<file path="src/rtl/crsrc_regs.svh">
// Offsets, field positions, reset values and timing counts of the slave record controller.
`ifndef CRSRC_REGS_SVH
`define CRSRC_REGS_SVH
`define CRSRC_ADDR_CTRL 12'h000
`define CRSRC_ADDR_SRCSEL 12'h004
`define CRSRC_ADDR_ARM 12'h008
`define CRSRC_ADDR_STATUS 12'h00C
`define CRSRC_ADDR_ROUTE 12'h010
`define CRSRC_CTRL_FMT_ARM 0
`define CRSRC_CTRL_DIG_SEL 1
`define CRSRC_CTRL_FP_SRC 2
`define CRSRC_SRCSEL_RST 8'hFF
`define CRSRC_FLASH_HALF_MS 250
`define CRSRC_CLK_MHZ 25
`define CRSRC_FLASH_CYC (`CRSRC_FLASH_HALF_MS * 1000 * `CRSRC_CLK_MHZ)
`define CRSRC_LOSS_CYC 32
`endif

</file>
<file path="src/rtl/crsrc_pkg.sv">
// Types shared by the slave record controller.
package crsrc_pkg;
  typedef enum logic [2:0] {
    CRSRC_IDLE = 3'b000,
    CRSRC_REWIND = 3'b001,
    CRSRC_LOCATE = 3'b011,
    CRSRC_CHASE = 3'b010,
    CRSRC_RUN = 3'b110
  } crsrc_state_e;
  typedef enum logic [1:0] {
    CRSRC_CMD_FULL = 2'h0,
    CRSRC_CMD_EXTEND = 2'h1,
    CRSRC_CMD_RECORD = 2'h2
  } crsrc_cmd_e;
  typedef struct packed {
    logic go;
    crsrc_cmd_e cmd;
    logic at_start;
    logic stop;
  } crsrc_master_s;
  typedef struct packed {
    logic rewind;
    logic locate;
    logic play;
    logic format;
    logic extend;
    logic no_fmt_code;
  } crsrc_xport_s;
  typedef logic [23:0] crsrc_route_t;
endpackage : crsrc_pkg

</file>
<file path="src/rtl/crsrc_router.sv">
// Cyclic source-channel to armed-track routing map.
`timescale 1ns/100ps
module crsrc_router
  import crsrc_pkg::*;
#(
  parameter int N = 8
) (
  // Selections.
  input wire logic [N-1:0] i_src_sel,
  input wire logic [N-1:0] i_arm,
  // Map: three bits of source per track, plus silence flags.
  output crsrc_route_t o_route,
  output logic [N-1:0] o_silent
);
  function automatic logic [3:0] pop(input logic [N-1:0] v);
    logic [3:0] c;
    c = 4'h0;
    for (int k = 0; k < N; k++) begin
      c = c + {3'h0, v[k]};
    end
    return c;
  endfunction : pop

  always_comb begin
    logic [3:0] nsrc;
    logic [3:0] slot;
    logic [3:0] seen;
    nsrc = pop(i_src_sel);
    slot = 4'h0;
    seen = 4'h0;
    o_route = '0;
    o_silent = '0;
    for (int t = 0; t < N; t++) begin
      o_route[t*3 +: 3] = 3'(t);
      if (nsrc == 4'h8) begin
        o_route[t*3 +: 3] = 3'(t);
      end else if (i_arm[t]) begin
        if (nsrc == 4'h0) begin
          o_silent[t] = 1'b1;
        end else begin
          seen = 4'h0;
          for (int s = 0; s < N; s++) begin
            if (i_src_sel[s]) begin
              if (seen == slot) begin
                o_route[t*3 +: 3] = 3'(s);
              end
              seen = seen + 4'h1;
            end
          end
          slot = (slot + 4'h1 == nsrc) ? 4'h0 : slot + 4'h1;
        end
      end
    end
  end
endmodule : crsrc_router

</file>
<file path="src/rtl/crsrc_ctrl.sv">
// Slave record controller: format response, record gating and digital input routing.
//
// Our own choices: the APB interface to the registers and the placing of the registers.
`timescale 1ns/100ps
`include "crsrc_regs.svh"
module crsrc_ctrl
  import crsrc_pkg::*;
#(
  parameter int N = 8,
  parameter int FLASH_CYC = `CRSRC_FLASH_CYC
) (
  // Clock and reset.
  input wire logic i_clk,
  input wire logic i_sys_rst,
  // APB slave.
  input wire logic i_psel,
  input wire logic i_penable,
  input wire logic i_pwrite,
  input wire logic [11:0] i_paddr,
  input wire logic [31:0] i_pwdata,
  output logic [31:0] o_prdata,
  output logic o_pready,
  output logic o_pslverr,
  // Master over sync cable, already in this domain.
  input crsrc_master_s i_master,
  input wire logic i_master_sync,
  // Local transport status.
  input wire logic i_tape_formatted,
  input wire logic i_at_position,
  input wire logic i_sample_lock,
  // Remote routing request.
  input wire logic i_rmt_we,
  input wire logic [N-1:0] i_rmt_src,
  // Optical link from outside the clock domain.
  input wire logic i_opt_clk,
  input wire logic [N-1:0] i_opt_data,
  // Analog record audio, one bit per track.
  input wire logic [N-1:0] i_ana_data,
  // Transport and indicators.
  output crsrc_xport_s o_xport,
  output logic o_fmt_lamp,
  output logic o_dig_lamp,
  output logic o_chase_lamp,
  output logic [N-1:0] o_rec_en,
  output logic [N-1:0] o_source_channel_lamps,
  output logic [N-1:0] o_rec_data
);
  crsrc_state_e state_r;
  crsrc_xport_s plan_r;
  logic fmt_arm_r, dig_sel_r, fp_src_r, no_fmt_r, full_pass_r;
  logic [N-1:0] src_sel_r, arm_r, frz_src_r, frz_arm_r, rec_data_r;
  logic [$clog2(FLASH_CYC+1)-1:0] flash_cnt_r;
  logic flash_r;
  logic [2:0] oclk_sync_r;
  logic [N-1:0] odat_s1_r, odat_s2_r;
  logic [5:0] loss_cnt_r;
  logic opt_present_r;
  crsrc_route_t route;
  logic [N-1:0] silent;
  logic rec_allow;
  logic apb_wr, apb_rd;

  assign apb_wr = i_psel && i_penable && i_pwrite;
  assign apb_rd = i_psel && !i_pwrite;
  assign o_pready = 1'b1;
  assign o_pslverr = 1'b0;

  // Register writes; front panel wins over remote on the same cycle.
  always_ff @(posedge i_clk) begin
    if (i_sys_rst) begin
      fmt_arm_r <= 1'b0;
      dig_sel_r <= 1'b0;
      fp_src_r <= 1'b0;
      src_sel_r <= `CRSRC_SRCSEL_RST;
      arm_r <= '0;
    end else begin
      if (i_rmt_we) begin
        src_sel_r <= i_rmt_src;
      end
      if (apb_wr) begin
        unique case (i_paddr)
          `CRSRC_ADDR_CTRL: begin
            fmt_arm_r <= i_pwdata[`CRSRC_CTRL_FMT_ARM];
            dig_sel_r <= i_pwdata[`CRSRC_CTRL_DIG_SEL];
          end
          `CRSRC_ADDR_SRCSEL: begin
            src_sel_r <= i_pwdata[N-1:0];
            fp_src_r <= 1'b1;
          end
          `CRSRC_ADDR_ARM: arm_r <= i_pwdata[N-1:0];
          default: ;
        endcase
      end
    end
  end

  // Read data registered on the setup cycle, valid in the access cycle.
  always_ff @(posedge i_clk) begin
    if (i_sys_rst) begin
      o_prdata <= 32'h0;
    end else if (apb_rd && !i_penable) begin
      unique case (i_paddr)
        `CRSRC_ADDR_CTRL: o_prdata <= {29'h0, fp_src_r, dig_sel_r, fmt_arm_r};
        `CRSRC_ADDR_SRCSEL: o_prdata <= {24'h0, src_sel_r};
        `CRSRC_ADDR_ARM: o_prdata <= {24'h0, arm_r};
        `CRSRC_ADDR_STATUS:
          o_prdata <= {24'h0, opt_present_r, i_sample_lock, no_fmt_r,
                       full_pass_r, 1'b0, state_r};
        `CRSRC_ADDR_ROUTE: o_prdata <= {8'h0, route};
        default: o_prdata <= 32'h0;
      endcase
    end
  end

  // Response to the master's command selects the plan of motion.
  always_ff @(posedge i_clk) begin
    if (i_sys_rst) begin
      state_r <= CRSRC_IDLE;
      plan_r <= '0;
      no_fmt_r <= 1'b0;
      full_pass_r <= 1'b0;
    end else if (i_master.stop) begin
      state_r <= CRSRC_IDLE;
      plan_r <= '0;
      no_fmt_r <= 1'b0;
      full_pass_r <= 1'b0;
    end else begin
      unique case (state_r)
        CRSRC_IDLE: begin
          if (i_master.go) begin
            plan_r <= '0;
            no_fmt_r <= 1'b0;
            full_pass_r <= 1'b0;
            if (i_master.cmd == CRSRC_CMD_FULL ||
                (i_master.cmd == CRSRC_CMD_RECORD && i_master.at_start && fmt_arm_r)) begin
              state_r <= CRSRC_REWIND;
              full_pass_r <= 1'b1;
              if (fmt_arm_r) begin
                plan_r.format <= 1'b1;
              end else if (!i_tape_formatted) begin
                no_fmt_r <= 1'b1;
              end
            end else if (!i_tape_formatted) begin
              state_r <= CRSRC_RUN;
              no_fmt_r <= 1'b1;
            end else begin
              state_r <= CRSRC_LOCATE;
              if (fmt_arm_r) begin
                plan_r.extend <= 1'b1;
              end
            end
          end
        end
        CRSRC_REWIND: begin
          if (i_at_position) begin
            state_r <= CRSRC_CHASE;
          end
        end
        CRSRC_LOCATE: begin
          if (i_at_position) begin
            state_r <= CRSRC_CHASE;
          end
        end
        CRSRC_CHASE: begin
          if (i_sample_lock) begin
            state_r <= CRSRC_RUN;
          end
        end
        CRSRC_RUN: begin
          if (!no_fmt_r && !i_sample_lock) begin
            state_r <= CRSRC_CHASE;
          end
        end
        default: state_r <= CRSRC_IDLE;
      endcase
    end
  end

  // Record enable waits for lock and master sync; arming on the master is not needed.
  assign rec_allow = (state_r == CRSRC_RUN) && !no_fmt_r && i_sample_lock
                     && i_master_sync;

  always_comb begin
    o_xport = '0;
    o_xport.rewind = (state_r == CRSRC_REWIND);
    o_xport.locate = (state_r == CRSRC_LOCATE);
    o_xport.play = (state_r == CRSRC_CHASE) || (state_r == CRSRC_RUN);
    o_xport.format = plan_r.format && rec_allow;
    o_xport.extend = plan_r.extend && rec_allow;
    o_xport.no_fmt_code = no_fmt_r;
    o_rec_en = rec_allow ? frz_arm_r : '0;
    o_chase_lamp = (state_r == CRSRC_CHASE);
    o_fmt_lamp = no_fmt_r ? flash_r : (fmt_arm_r || plan_r.format);
    o_source_channel_lamps = src_sel_r;
  end

  // Routing inputs frozen while recording.
  always_ff @(posedge i_clk) begin
    if (i_sys_rst) begin
      frz_src_r <= `CRSRC_SRCSEL_RST;
      frz_arm_r <= '0;
    end else if (!rec_allow) begin
      frz_src_r <= src_sel_r;
      frz_arm_r <= arm_r;
    end
  end

  crsrc_router #(.N(N)) u_router (
    .i_src_sel(frz_src_r),
    .i_arm(frz_arm_r),
    .o_route(route),
    .o_silent(silent)
  );

  always_ff @(posedge i_clk) begin
    if (i_sys_rst) begin
      flash_cnt_r <= '0;
      flash_r <= 1'b0;
    end else if (flash_cnt_r == ($bits(flash_cnt_r))'(FLASH_CYC - 1)) begin
      flash_cnt_r <= '0;
      flash_r <= !flash_r;
    end else begin
      flash_cnt_r <= flash_cnt_r + 1'b1;
    end
  end

  // Optical link sampled through two flip-flops; a third stage finds edges.
  always_ff @(posedge i_clk) begin
    if (i_sys_rst) begin
      oclk_sync_r <= '0;
      odat_s1_r <= '0;
      odat_s2_r <= '0;
    end else begin
      oclk_sync_r <= {oclk_sync_r[1:0], i_opt_clk};
      odat_s1_r <= i_opt_data;
      odat_s2_r <= odat_s1_r;
    end
  end

  always_ff @(posedge i_clk) begin
    if (i_sys_rst) begin
      loss_cnt_r <= '0;
      opt_present_r <= 1'b0;
    end else if (oclk_sync_r[2] != oclk_sync_r[1]) begin
      loss_cnt_r <= '0;
      opt_present_r <= 1'b1;
    end else if (loss_cnt_r == 6'(`CRSRC_LOSS_CYC - 1)) begin
      opt_present_r <= 1'b0;
    end else begin
      loss_cnt_r <= loss_cnt_r + 6'h1;
    end
  end

  assign o_dig_lamp = dig_sel_r && (opt_present_r || flash_r);

  // Record data per track: optical via map when digital is selected, else analog.
  always_ff @(posedge i_clk) begin
    if (i_sys_rst) begin
      rec_data_r <= '0;
    end else begin
      for (int t = 0; t < N; t++) begin
        if (dig_sel_r) begin
          rec_data_r[t] <= silent[t] ? 1'b0 : odat_s2_r[route[t*3 +: 3]];
        end else begin
          rec_data_r[t] <= i_ana_data[t];
        end
      end
    end
  end
  assign o_rec_data = rec_data_r;

  // Each check below watches state or outputs that this controller drives.
  nolock_norec_a: assert property (@(posedge i_clk) disable iff (i_sys_rst)
    !i_sample_lock |-> o_rec_en == '0) else $error("record without lock");
  syncloss_drop_a: assert property (@(posedge i_clk) disable iff (i_sys_rst)
    !i_master_sync |-> o_rec_en == '0) else $error("record after sync loss");
  punch_defer_a: assert property (@(posedge i_clk) disable iff (i_sys_rst)
    state_r == CRSRC_CHASE |-> !o_xport.format && !o_xport.extend) else $error("punch early");
  full_rewind_a: assert property (@(posedge i_clk) disable iff (i_sys_rst)
    state_r == CRSRC_IDLE && i_master.go && !i_master.stop && i_master.cmd == CRSRC_CMD_FULL
    |=> state_r == CRSRC_REWIND) else $error("full format no rewind");
  full_zero_a: assert property (@(posedge i_clk) disable iff (i_sys_rst)
    state_r == CRSRC_IDLE && i_master.go && !i_master.stop && i_master.cmd == CRSRC_CMD_FULL
    |=> full_pass_r) else $error("full pass not marked");
  nofmt_code_a: assert property (@(posedge i_clk) disable iff (i_sys_rst)
    state_r == CRSRC_IDLE && i_master.go && !i_master.stop && !fmt_arm_r && !i_tape_formatted
    |=> no_fmt_r) else $error("no-format code missing");
  unfmt_extend_a: assert property (@(posedge i_clk) disable iff (i_sys_rst)
    state_r == CRSRC_IDLE && i_master.go && !i_master.stop && i_master.cmd == CRSRC_CMD_EXTEND
    && !i_tape_formatted |=> state_r == CRSRC_RUN && no_fmt_r) else $error("extend unfmt");
  extend_locate_a: assert property (@(posedge i_clk) disable iff (i_sys_rst)
    state_r == CRSRC_IDLE && i_master.go && !i_master.stop && i_master.cmd == CRSRC_CMD_EXTEND
    && i_tape_formatted && fmt_arm_r |=> state_r == CRSRC_LOCATE && plan_r.extend)
    else $error("extend not planned");
  rewind_done_a: assert property (@(posedge i_clk) disable iff (i_sys_rst)
    state_r == CRSRC_REWIND && i_at_position && !i_master.stop |=> state_r == CRSRC_CHASE)
    else $error("no chase after rewind");
  locate_done_a: assert property (@(posedge i_clk) disable iff (i_sys_rst)
    state_r == CRSRC_LOCATE && i_at_position && !i_master.stop |=> state_r == CRSRC_CHASE)
    else $error("no chase after locate");
  map_frozen_a: assert property (@(posedge i_clk) disable iff (i_sys_rst)
    rec_allow && $past(rec_allow) |-> $stable(frz_src_r) && $stable(frz_arm_r))
    else $error("map changed mid pass");
  analog_ignored_a: assert property (@(posedge i_clk) disable iff (i_sys_rst)
    dig_sel_r && $past(dig_sel_r) && silent == '1 |=> rec_data_r == '0)
    else $error("analog leaked");
  dig_flash_a: assert property (@(posedge i_clk) disable iff (i_sys_rst)
    dig_sel_r && !opt_present_r |-> o_dig_lamp == flash_r) else $error("dig lamp");
  // A front-panel write must land even when the remote writes in the same cycle.
  panel_wins_a: assert property (@(posedge i_clk) disable iff (i_sys_rst)
    apb_wr && i_paddr == `CRSRC_ADDR_SRCSEL
    |=> src_sel_r == N'($past(i_pwdata)) && fp_src_r) else $error("panel routing lost");

  full_pass_c: cover property (@(posedge i_clk)
    state_r == CRSRC_REWIND ##[1:20] state_r == CRSRC_RUN);
  extend_c: cover property (@(posedge i_clk) o_xport.extend);
  record_c: cover property (@(posedge i_clk) o_rec_en != '0);
  silence_c: cover property (@(posedge i_clk) dig_sel_r && silent != '0);
  nofmt_c: cover property (@(posedge i_clk) no_fmt_r && o_fmt_lamp);
endmodule : crsrc_ctrl

</file>
<file path="config.mk">
export PLATFORM = sky130hd
export DESIGN_NAME = crsrc_ctrl
export DESIGN_NICKNAME = d
export VERILOG_FILES = /design/src/rtl/crsrc_pkg.sv /design/src/rtl/crsrc_router.sv /design/src/rtl/crsrc_ctrl.sv
export VERILOG_INCLUDE_DIRS = /design/src /design/src/rtl
export SDC_FILE = /design/constraint.sdc
export NUM_CORES = 1
export LEC_CHECK = 0
export ABC_AREA = 1
export BUFFER_PORTS_ARGS = -buffer_cell sky130_fd_sc_hd__buf_2
export CORE_UTILIZATION = 53
export DETAILED_ROUTE_END_ITERATION = 8
export GPL_TIMING_DRIVEN = 0
export PLACE_DENSITY = 0.87
export SYNTH_ARGS = -nofsm -noshare
export SYNTH_HDL_FRONTEND = slang
export SYNTH_SLANG_ARGS = --single-unit
</file>
<file path="constraint.sdc">
create_clock -name i_clk -period 9.8 [get_ports i_clk]
set_clock_uncertainty 0.05 [all_clocks]
set_input_delay 1.47 -clock i_clk [delete_from_list [all_inputs] [get_ports i_clk]]
set_output_delay 1.47 -clock i_clk [all_outputs]
set_load 0.01 [all_outputs]
</file>
---- Word-level counts from Yosys, hierarchy flattened ----
Index checks and enable logic that the tools add are counted.
word-level totals
  register bits ........................... 132
  input port bits ......................... 84
  output and inout port bits .............. 67
  logic and storage cells ................. 717
cells by class
  add/subtract/negate cells ............... 63
  $lt $le $gt $ge ......................... 8
  equality and inequality tests ........... 73
  mux-type cells .......................... 502
  reductions and logical operators ........ 50
operators with widths
  kind                     number
  $mux W4                  236
  $mux W3                  194
  $eq A4 B4 Y1             55
  $add A4 B1 Y4 const B    54
  $pmux W24 S5             1
  $logic_not A4 Y1         15
  $mux W1                  56
  $lt A3 B4 Y1 const B     8
  $mux W8                  4
  $add A4 B1 Y4            6
  $bmux W1 S3              8
  $eq A12 B4 Y1 const B    2
  $add A23 B1 Y23 const B  1
  $eq A23 B23 Y1 const B   1
  $logic_and A1 B1 Y1      13
  $eq A12 B3 Y1 const B    1
  $eq A12 B5 Y1 const B    1
  $logic_not A12 Y1        1
  $pmux W3 S4              1
  $reduce_and A2 Y1        4
  $reduce_or A2 Y1         4
  $add A6 B1 Y6 const B    1
  $eq A3 B2 Y1 const B     2
  $eq A6 B5 Y1 const B     1
  16 further kinds         26

---- Depth between registers and ports, before layout ----
Gate-level depths: netlist of run 1.
  depth after elaboration ................. 78
  mapped depth ............................ 83
  mapped depth without buffers ............ 76

---- Hierarchy ----
Synthesis of run 1 repeated with hierarchy kept, for this count alone.
second synthesis, totals
  cell total of the unflattened synthesis .. 1623
  area, all modules ....................... 10346.2 um2
by module, submodules not included
  module        times used  cells each  area an instance (um2)  sequential area each (um2)
  crsrc_ctrl    1           868         6055.8                  2482.4
  crsrc_router  1           755         4290.4                  0.0

---- Worst setup path after synthesis of run 1 ----
OpenSTA, ideal clock, no wires.
  kind .................................... flip-flop to flip-flop
  from .................................... reg frz_src_r[0]
  to ...................................... reg rec_data_r[7], in the netlist o_rec_data[7]
  setup time .............................. 131 ps
  arrival time ............................ 10661 ps
  data required time ...................... 9619 ps
  slack ................................... -1042 ps
  cell stages (with the launch flop) ...... 75
  path buffers ............................ 8
  period minus slack after synthesis ...... 10842 ps
  cell sequence ........................... dfxtp_1 > clkbuf_1 > inv_2 > ha_1 > inv_2 > fa_1 > fa_1 > fa_1 > inv_1 > fa_1 > buf_4 > inv_4 > nand2_2 > nor2_8 > nand2_2 > nand4_1 > nand2_2 > buf_6 > [39 not listed] > a21oi_1 > nand2_1 > nor2_2 > nand3_2 > nand2_2 > nand2_2 > nand2_2 > buf_6 > xor2_1 > nand4_1 > and2_1 > buf_6 > nand2_4 > nand2_1 > nand3_1 > nand3_1 > nand3_1 > a21oi_2
between the ends
  word-level cells in the longest chain between the ends .. 78
  elaborated cells on any way between the ends .. 124
  those cells by class .................... 19 x add/sub; 15 x eq/ne; 88 x mux; 2 x reduce/logical
ends and longest elaborated chain
  item                            RTL line            source
  start: declaration              crsrc_ctrl.sv:51    logic [N-1:0] src_sel_r, arm_r, frz_src_r, frz_arm_r, rec_data_r;
  start signal: assignment        crsrc_ctrl.sv:200   frz_src_r <= `CRSRC_SRCSEL_RST;
  start signal: assignment        crsrc_ctrl.sv:203   frz_src_r <= src_sel_r;
  $add A1 B1 Y2                   crsrc_router.sv:19  c = c + {3'h0, v[k]};
  $add A4 B1 Y4 (6 in series)     crsrc_router.sv:19
  $eq A1 B4 Y1                    crsrc_router.sv:50  slot = (slot + 4'h1 == nsrc) ? 4'h0 : slot + 4'h1;
  $mux W1                         crsrc_router.sv:50
  $mux W4                         crsrc_router.sv:38  if (nsrc == 4'h0) begin
  $mux W4                         crsrc_router.sv:37  end else if (i_arm[t]) begin
  $mux W4                         crsrc_router.sv:35  if (nsrc == 4'h8) begin
  $add A4 B1 Y4                   crsrc_router.sv:50
  [57 not listed]                 n/a
  $mux W3                         crsrc_router.sv:43  if (i_src_sel[s]) begin
  $mux W3                         crsrc_router.sv:38
  $mux W3                         crsrc_router.sv:37
  $mux W3                         crsrc_router.sv:35
  $bmux W1 S3                     crsrc_ctrl.sv:263   rec_data_r[t] <= silent[t] ? 1'b0 : odat_s2_r[route[t*3 +: 3]];
  $mux W1 (not written as such)   crsrc_ctrl.sv:263
  $mux W1 (*)                     crsrc_ctrl.sv:263
  $mux W1 (*)                     crsrc_ctrl.sv:262   if (dig_sel_r) begin
  end signal: indexed assignment  crsrc_ctrl.sv:263
  end signal: indexed assignment  crsrc_ctrl.sv:265   rec_data_r[t] <= i_ana_data[t];
  end: declaration                crsrc_ctrl.sv:51
Mark *: on every way between the ends. The rest lies on a longest branch, timed or not. The select of a mux whose other input is x is not followed.
A chain may end at the register's enable or synchronous reset.

---- Worst setup path after layout of run 1 ----
  from .................................... reg frz_src_r[1]
  to ...................................... reg rec_data_r[7], in the netlist o_rec_data[7]
The elaborated chain is that of the path after synthesis.

==> results of run 1 <==
## per-layer routing
metal  track usage  wire length, um  up-vias  part of all wire
met5             0                0        -                 0
met4         0.185             2070        0             0.057
met3        0.0699             3480      158             0.096
met2         0.609            16700      754              0.46
met1         0.434            13800     5465              0.38
li1              -                -     5577                 -
## critical path: cells and delay by family (launching register included)
| kind | cells | cell delay (ns) |
|---|---|---|
| simple gates | 43 | 4.01 |
| fa+ha+maj | 10 | 3.43 |
| buf+inv | 13 | 1.16 |
| xor+xnor | 5 | 0.62 |
| compound gates | 5 | 0.41 |
| flops | 1 | 0.36 |
## layout by cell type, fill, tap and decap left out, drive strengths merged, types with 26 or more instances in the layout
| cell type | n |
|---|---|
| a21oi | 104 |
| buf | 208 |
| clkbuf | 45 |
| dfxtp | 124 |
| ha | 26 |
| inv | 211 |
| nand2 | 412 |
| nand3 | 116 |
| nand4 | 29 |
| nor2 | 185 |
| o21ai | 88 |
| xor2 | 62 |
## sequential cells by signal, summed over array words and instances (netlist names), 8 cells and up
name / cells
o_prdata: 24
flash_cnt_r: 23
arm_r: 8
frz_arm_r: 8
frz_src_r: 8
o_rec_data: 8
o_source_channel_lamps: 8
odat_s1_r: 8
odat_s2_r: 8
## timing repair
item / 4_1_cts / 5_1_grt
endpoints found under the setup margin: 8 / 7
pin swaps: 55 / 63
gates cloned: 1 / 0
setup buffers: 47 / 23
resized for setup: 49 / 61
## logic make-up (layout without fill, tap and decap cells)
| group | after synthesis | after routing | share of synthesized area |
|---|---|---|---|
| other cells | 2 | 10 | 0.000752 |
| buf+inv | 267 | 483 | 0.109 |
| flops | 124 | 124 | 0.249 |
| xor+xnor | 69 | 69 | 0.0620 |
| fa+ha+maj | 30 | 30 | 0.0406 |
| compound gates | 291 | 291 | 0.178 |
| simple gates | 790 | 790 | 0.361 |
## power by group
group / total (W) / switching (W) / internal [W]
combinational: 0.000600 / 0.000399 / 0.000200
clock: 0.000633 / 0.000247 / 0.000386
sequential: 0.000528 / 0.0000116 / 0.000517
total: 0.00176 / 0.000658 / 0.00110
## through the flow
step	util	instances	instance area (um^2)
3_3_place_gp	0.604	1926	11000
3_5_place_dp	0.604	1926	11000
6_report	0.688	2026	12500
5_1_grt	0.688	2026	12500
4_1_cts	0.668	2006	12200
2_1_floorplan	-	1581	10100
## cell type report
type | count | share of cell area
sequential | 124 | 0.199
timing repair buffer | 186 | 0.0891
clock inverter | 14 | 0.0125
clock buffer | 18 | 0.0350
buffer | 49 | 0.0236
multi-input combinational | 1190 | 0.549
inverter | 216 | 0.0698
tap | 229 | 0.0229
## Yosys cell counts, types with 11 or more instances
library cell and count:
nand4_1 28, clkbuf_1 29, o211ai_1 20, o2111ai_1 19, clkinv_1 11, nand3_1 106
nor3_1 20, nand2_1 367, nor2_1 174, inv_1 190, nand2_2 33, xor2_1 62
a21oi_1 100, dfxtp_1 124, o21ai_0 80, ha_1 26, nor3b_1 13, buf_4 13
## final timing paths
check	endpoint	slack (ns)	cells past startpoint
worst min-delay path	odat_s2_r[5]	0.36	2
worst max register to register	o_rec_data[7]	-0.41	76
worst max-delay path	o_rec_data[7]	-0.41	76
worst min register to register	odat_s2_r[5]	0.36	2
==> qor.txt, run 1 <==
Mapped Cells = 1573
FILL cells = 1494
CTS buffer count = 17
H-tree depth = 4
Place WS = -1.39 ns
IO buf count = 116
Post-DP HPWL = 26.3 mm
Top post-synthesis cells by area = dfxtp_1 (25%), nand2_1 (14%), inv_1 (7.1%)
Post-synth top area share = 0.249
CTS tree = done
Number of distinct library cells after synthesis = 62
Synthesized area = 9990 um^2
Hold_sp = odat_s1_r[5]
Max-capacitance violation count = 0
Clock transition at path regs = 0.06 ns
Root buf cell = clkbuf_16
Final WS setup = -0.408 ns
Vias in the first global route = 10900
Grt total ovfl = 0
Hold WS = 0.362 ns
First-pass GRT wire length = 55.1 mm
Worst skew pair latency = 0.42 ns
HP Class = register to register
GRT Util Overall = 0.360
Cell mode on critical path = nand2_2
CORE AREA = 18200 um^2
Slowest stage cell, crit path = fa_1
Total power = 0.00176 W
Detailed Route WL = 36.1 mm
Worst-Margin Slew = 1.25 ns
Area growth syn-to-layout = 25.5%
Via count = 12000
Yosys top cell by area = dfxtp_1
DRT iter0 DRCs = 1191
Failing checks = negative setup slack
Register area share after synthesis = 0.249
Data required time of the critical path = 10.04 ns
Num Clock Sinks = 124
Initial Utilization = 0.548
Chip height = 139 um
Post-route ant nets = 0
Std cell rows = 49
Pwr Density = 141 nW/um^2
Status = finished with violations
Final setup vio count = 4
Worst ir drop on vdd = 0.125 mV
Synth warn = 0
Final nets = 1898
Die Span X = 139 um
Register area = 2490 um^2
Crit path from = frz_src_r[1]
Die Area = 19400 um^2
Arr. time, crit path = 10.44 ns
Crit start category = register
FF+latch count, synth = 124
Top FF cell, synth = dfxtp_1
Hold buffer count at cts = 0
Hold Vio Cnt, Final = 0
Fmax = 98.0 MHz
Pins over their slew limit = 0
Period utilisation layout = 1.04
Slowest cell delay on critical path = 0.51 ns
# diodes = 0
Setup crit end kind = register
Rel. slew slack = 0.157
Clock Path Buffers = 2
CP max FO = 5
# DRC = 0
Largest net degree at the start of global routing = 17
Share of layout cells above drive strength 1 = 0.225
Setup CP Type = register to register
Routability cong. = 1.00
Initial antenna violation count = 0
Post-synth EDFFs = 0
Leak Pwr = 5.90 nW
DR WL/cell = 17.8 um
Drt pass-1 iters = 6
Post-synth ARST share = 0
Worst flop-to-flop path startpoint = frz_src_r[1]
I/O pins = 151
Area of the multi-input gates = 6880 um^2
Post-route setup TNS = -1.07 ns
Syn_area_per_cell = 6.35 um^2
RSZ-0062 raised after global routing = yes
Vias/cell = 5.90
Fin crit period = 10.21 ns
Note: power is estimated with default switching activity, not from simulation.
==> run 2, diff against run 1 <==
--- a/config.mk
+++ b/config.mk
@@ -12,6 +12,7 @@
 export DETAILED_ROUTE_END_ITERATION = 8
 export GPL_TIMING_DRIVEN = 0
 export PLACE_DENSITY = 0.87
+export SETUP_SLACK_MARGIN = 0.4
 export SYNTH_ARGS = -nofsm -noshare
 export SYNTH_HDL_FRONTEND = slang
 export SYNTH_SLANG_ARGS = --single-unit
==> run 2 against run 1 <==
The flow still finishes with violations (negative setup slack). Sequential share of layout area down 0.40 points. Global-route usage up 1.4 points. Largest power group is now combinational logic. Combinational power rose by 5.3%. Non-clock buffer count grew 18. Worst setup slack worse by 0.16 ns. Sequential power about the same.
==> qor.txt, run 2 (synthesized netlist as in run 1, its figures left out) <==
Worst path bufs/invs = 15 (was 13)
Register share of total power = 0.300 (about the same)
IO buf count = 116 (unchanged)
First-pass GRT wire length = 57.3 mm (was 55.1 mm)
Worst skew pair latency = 0.43 ns (was 0.42 ns)
Area growth syn-to-layout = 28.1% (was 25.5%)
CTS tree = done (unchanged)
Rel. slew slack = 0.186 (was 0.157)
Max reg flops = 24 (unchanged)
Slowest stage cell, crit path = fa_1 (unchanged)
Hold Vio Cnt, Final = 0 (unchanged)
Leak Pwr = 6.03 nW (was 5.90 nW)
FILL cells = 1493 (was 1494)
FF-to-FF path depth = 79 (was 76)
Hold Path Depth = 2 (unchanged)
I/O pins = 151 (unchanged)
Vias in the first global route = 11200 (was 10900)
Fin crit period = 10.37 ns (was 10.21 ns)
Final WS setup = -0.565 ns (was -0.408 ns)
Status = finished with violations (unchanged)
Most frequent cells in the layout = nand2_1 (344), inv_1 (185), nor2_1 (167), dfxtp_1 (122), buf_2 (118) (was nand2_1 (350), inv_1 (185), nor2_1 (170), dfxtp_1 (121), buf_2 (118))
Pins over their slew limit = 0 (unchanged)
Slowest cell delay on critical path = 0.53 ns (was 0.51 ns)
Die Area = 19400 um^2 (unchanged)
Vias/cell = 5.94 (was 5.90)
Via count = 12100 (was 12000)
Initial antenna violation count = 0 (unchanged)
# DRC = 0 (unchanged)
Final setup vio count = 5 (was 4)
H-tree depth = 4 (unchanged)
Root buf cell = clkbuf_16 (unchanged)
Initial Utilization = 0.548 (unchanged)
Setup crit end kind = register (unchanged)
Switching power = 0.000686 W (was 0.000658 W)
DR WL/cell = 18.3 um (was 17.8 um)
Final nets = 1916 (was 1898)
RSZ-0062 raised after global routing = yes (unchanged)
Largest net degree at the start of global routing = 17 (unchanged)
Clk pwr share = 0.341 (was 0.360)
Hold_sp = odat_s1_r[2] (was odat_s1_r[5])
Die Span X = 139 um (unchanged)
HP Class = register to register (unchanged)
Final core utilization = 0.702 (was 0.688)
Std cell rows = 49 (unchanged)
DRT iter0 DRCs = 1172 (was 1191)
Reg2Reg Capture Point = o_rec_data[7] (unchanged)
Setup CP Type = register to register (unchanged)
Worst ir drop on vdd = 0.127 mV (was 0.125 mV)
Sw frac = 0.390 (was 0.374)
Most common cell after layout, fill and taps aside = nand2_1 (unchanged)
Arr. time, crit path = 10.67 ns (was 10.44 ns)
Drt pass-1 iters = 8 (was 6)
Post-DP HPWL = 27.3 mm (was 26.3 mm)
Clock Path Buffers = 2 (unchanged)
CORE AREA = 18200 um^2 (unchanged)
Crit start category = register (unchanged)
Combinational power share = 0.359 (was 0.340)
CP max FO = 5 (unchanged)
CP top delay family = simple AND/OR/NAND/NOR gates (unchanged)
Post-route ant nets = 0 (unchanged)
CTS buffer count = 17 (unchanged)
Worst flop-to-flop path startpoint = frz_src_r[0] (was frz_src_r[1])
Pwr Density = 138 nW/um^2 (was 141 nW/um^2)
Fmax = 96.5 MHz (was 98.0 MHz)
Grt total ovfl = 0 (unchanged)
Routability cong. = 1.00 (about the same)
Period utilisation layout = 1.06 (was 1.04)
R2R setup slack = -0.57 ns (was -0.41 ns)
Biggest regs = o_prdata (24), flash_cnt_r (23) (unchanged)
Total power = 0.00176 W (about the same)
Int Power = 0.00107 W (was 0.00110 W)
Clock transition at path regs = 0.07 ns (was 0.06 ns)
Max-capacitance violation count = 0 (unchanged)
Detailed Route WL = 37.4 mm (was 36.1 mm)
Share of layout cells above drive strength 1 = 0.237 (was 0.225)
Chip height = 139 um (unchanged)
Data required time of the critical path = 10.10 ns (was 10.04 ns)
Top reg by flops = o_prdata (unchanged)
Hold buffer count at cts = 0 (unchanged)
Worst-Margin Slew = 1.21 ns (was 1.25 ns)
Endpoint, Worst Hold = odat_s2_r[2] (was odat_s2_r[5])
# diodes = 0 (unchanged)
Cell mode on critical path = nand2_2 (unchanged)
Num Clock Sinks = 124 (unchanged)
GRT Util Overall = 0.374 (was 0.360)
Failing checks = negative setup slack (unchanged)
run 2: cell count changes in the layout (fill, tap and decap cells not counted), sizes merged:
cell,previous run,this run
buf,208,223
bufinv,2,0
clkbuf,45,50
clkinv,12,13
clkinvlp,5,4
run 2: power by group through the flow:
stage | logic (W) | registers (W) | clock network, W
floorplan | 0.000382 | 0.000537 | 0
global placement | 0.000514 | 0.000538 | 0
detailed placement | 0.000523 | 0.000538 | 0
CTS | 0.000569 | 0.000527 | 0.000598
global route | 0.000679 | 0.000529 | 0.000620
finish | 0.000632 | 0.000528 | 0.000600
run 2: cell type report:
class	count	area [um^2]	area share
clock buffers	20	457	0.0357
inverters	216	882	0.0690
plain buffers	51	345	0.0270
clock inverters	12	104	0.00812
repair buffers	202	1290	0.101
multi-input cells	1190	6940	0.542
well taps	229	287	0.0224
flip-flops and latches	124	2490	0.195
run 2: per-layer routing:
metal,wire length (um),vias up,global-route usage
li1,-,5615,-
met1,14100,5568,0.459
met4,2360,0,0.224
met5,0,-,0
met2,17300,775,0.623
met3,3600,190,0.0523
run 2: worst max-delay path by stage:
stage | slack [ns] | start | endpoint | depth (start not counted)
2_1_floorplan | 0.07 | frz_src_r[0] | o_rec_data[7] | 75
3_3_place_gp | -1.20 | frz_src_r[1] | o_rec_data[7] | 79
3_5_place_dp | -1.41 | frz_src_r[1] | o_rec_data[7] | 77
4_1_cts | -0.16 | frz_src_r[0] | o_rec_data[7] | 75
5_1_grt | -0.98 | frz_src_r[0] | o_rec_data[7] | 78
6_report | -0.57 | frz_src_r[0] | o_rec_data[7] | 79
run 2: tightest hold or removal path, delay by kind of cell, from the launching register on:
family,cells,cell delay [ns]
flip-flops,1,0.30
AND/OR/NAND/NOR,1,0.03
buffers and inverters,1,0.04
run 2: through the flow:
step / TNS (ns) / instance area, um^2 / std cells / hold slack, ns / setup WS (ns)
2_1_floorplan: 0 / 10200 / 1581 / 0.338 / 0.0700
3_3_place_gp: -4.88 / 11000 / 1926 / 0.342 / -1.20
3_5_place_dp: -6.42 / 11000 / 1926 / 0.347 / -1.41
4_1_cts: -0.348 / 12200 / 2006 / 0.343 / -0.157
5_1_grt: -3.65 / 12800 / 2044 / 0.365 / -0.981
6_report: -1.63 / 12800 / 2044 / 0.340 / -0.565
run 2: what timing repair did:
item / 4_1_cts / 5_1_grt
gates resized for setup: 51 / 77
endpoints found under the hold margin: 0 / 0
buffers inserted: 47 / 37
gates cloned: 1 / 0
pin swaps: 49 / 41
endpoints found under the setup margin: 9 / 9
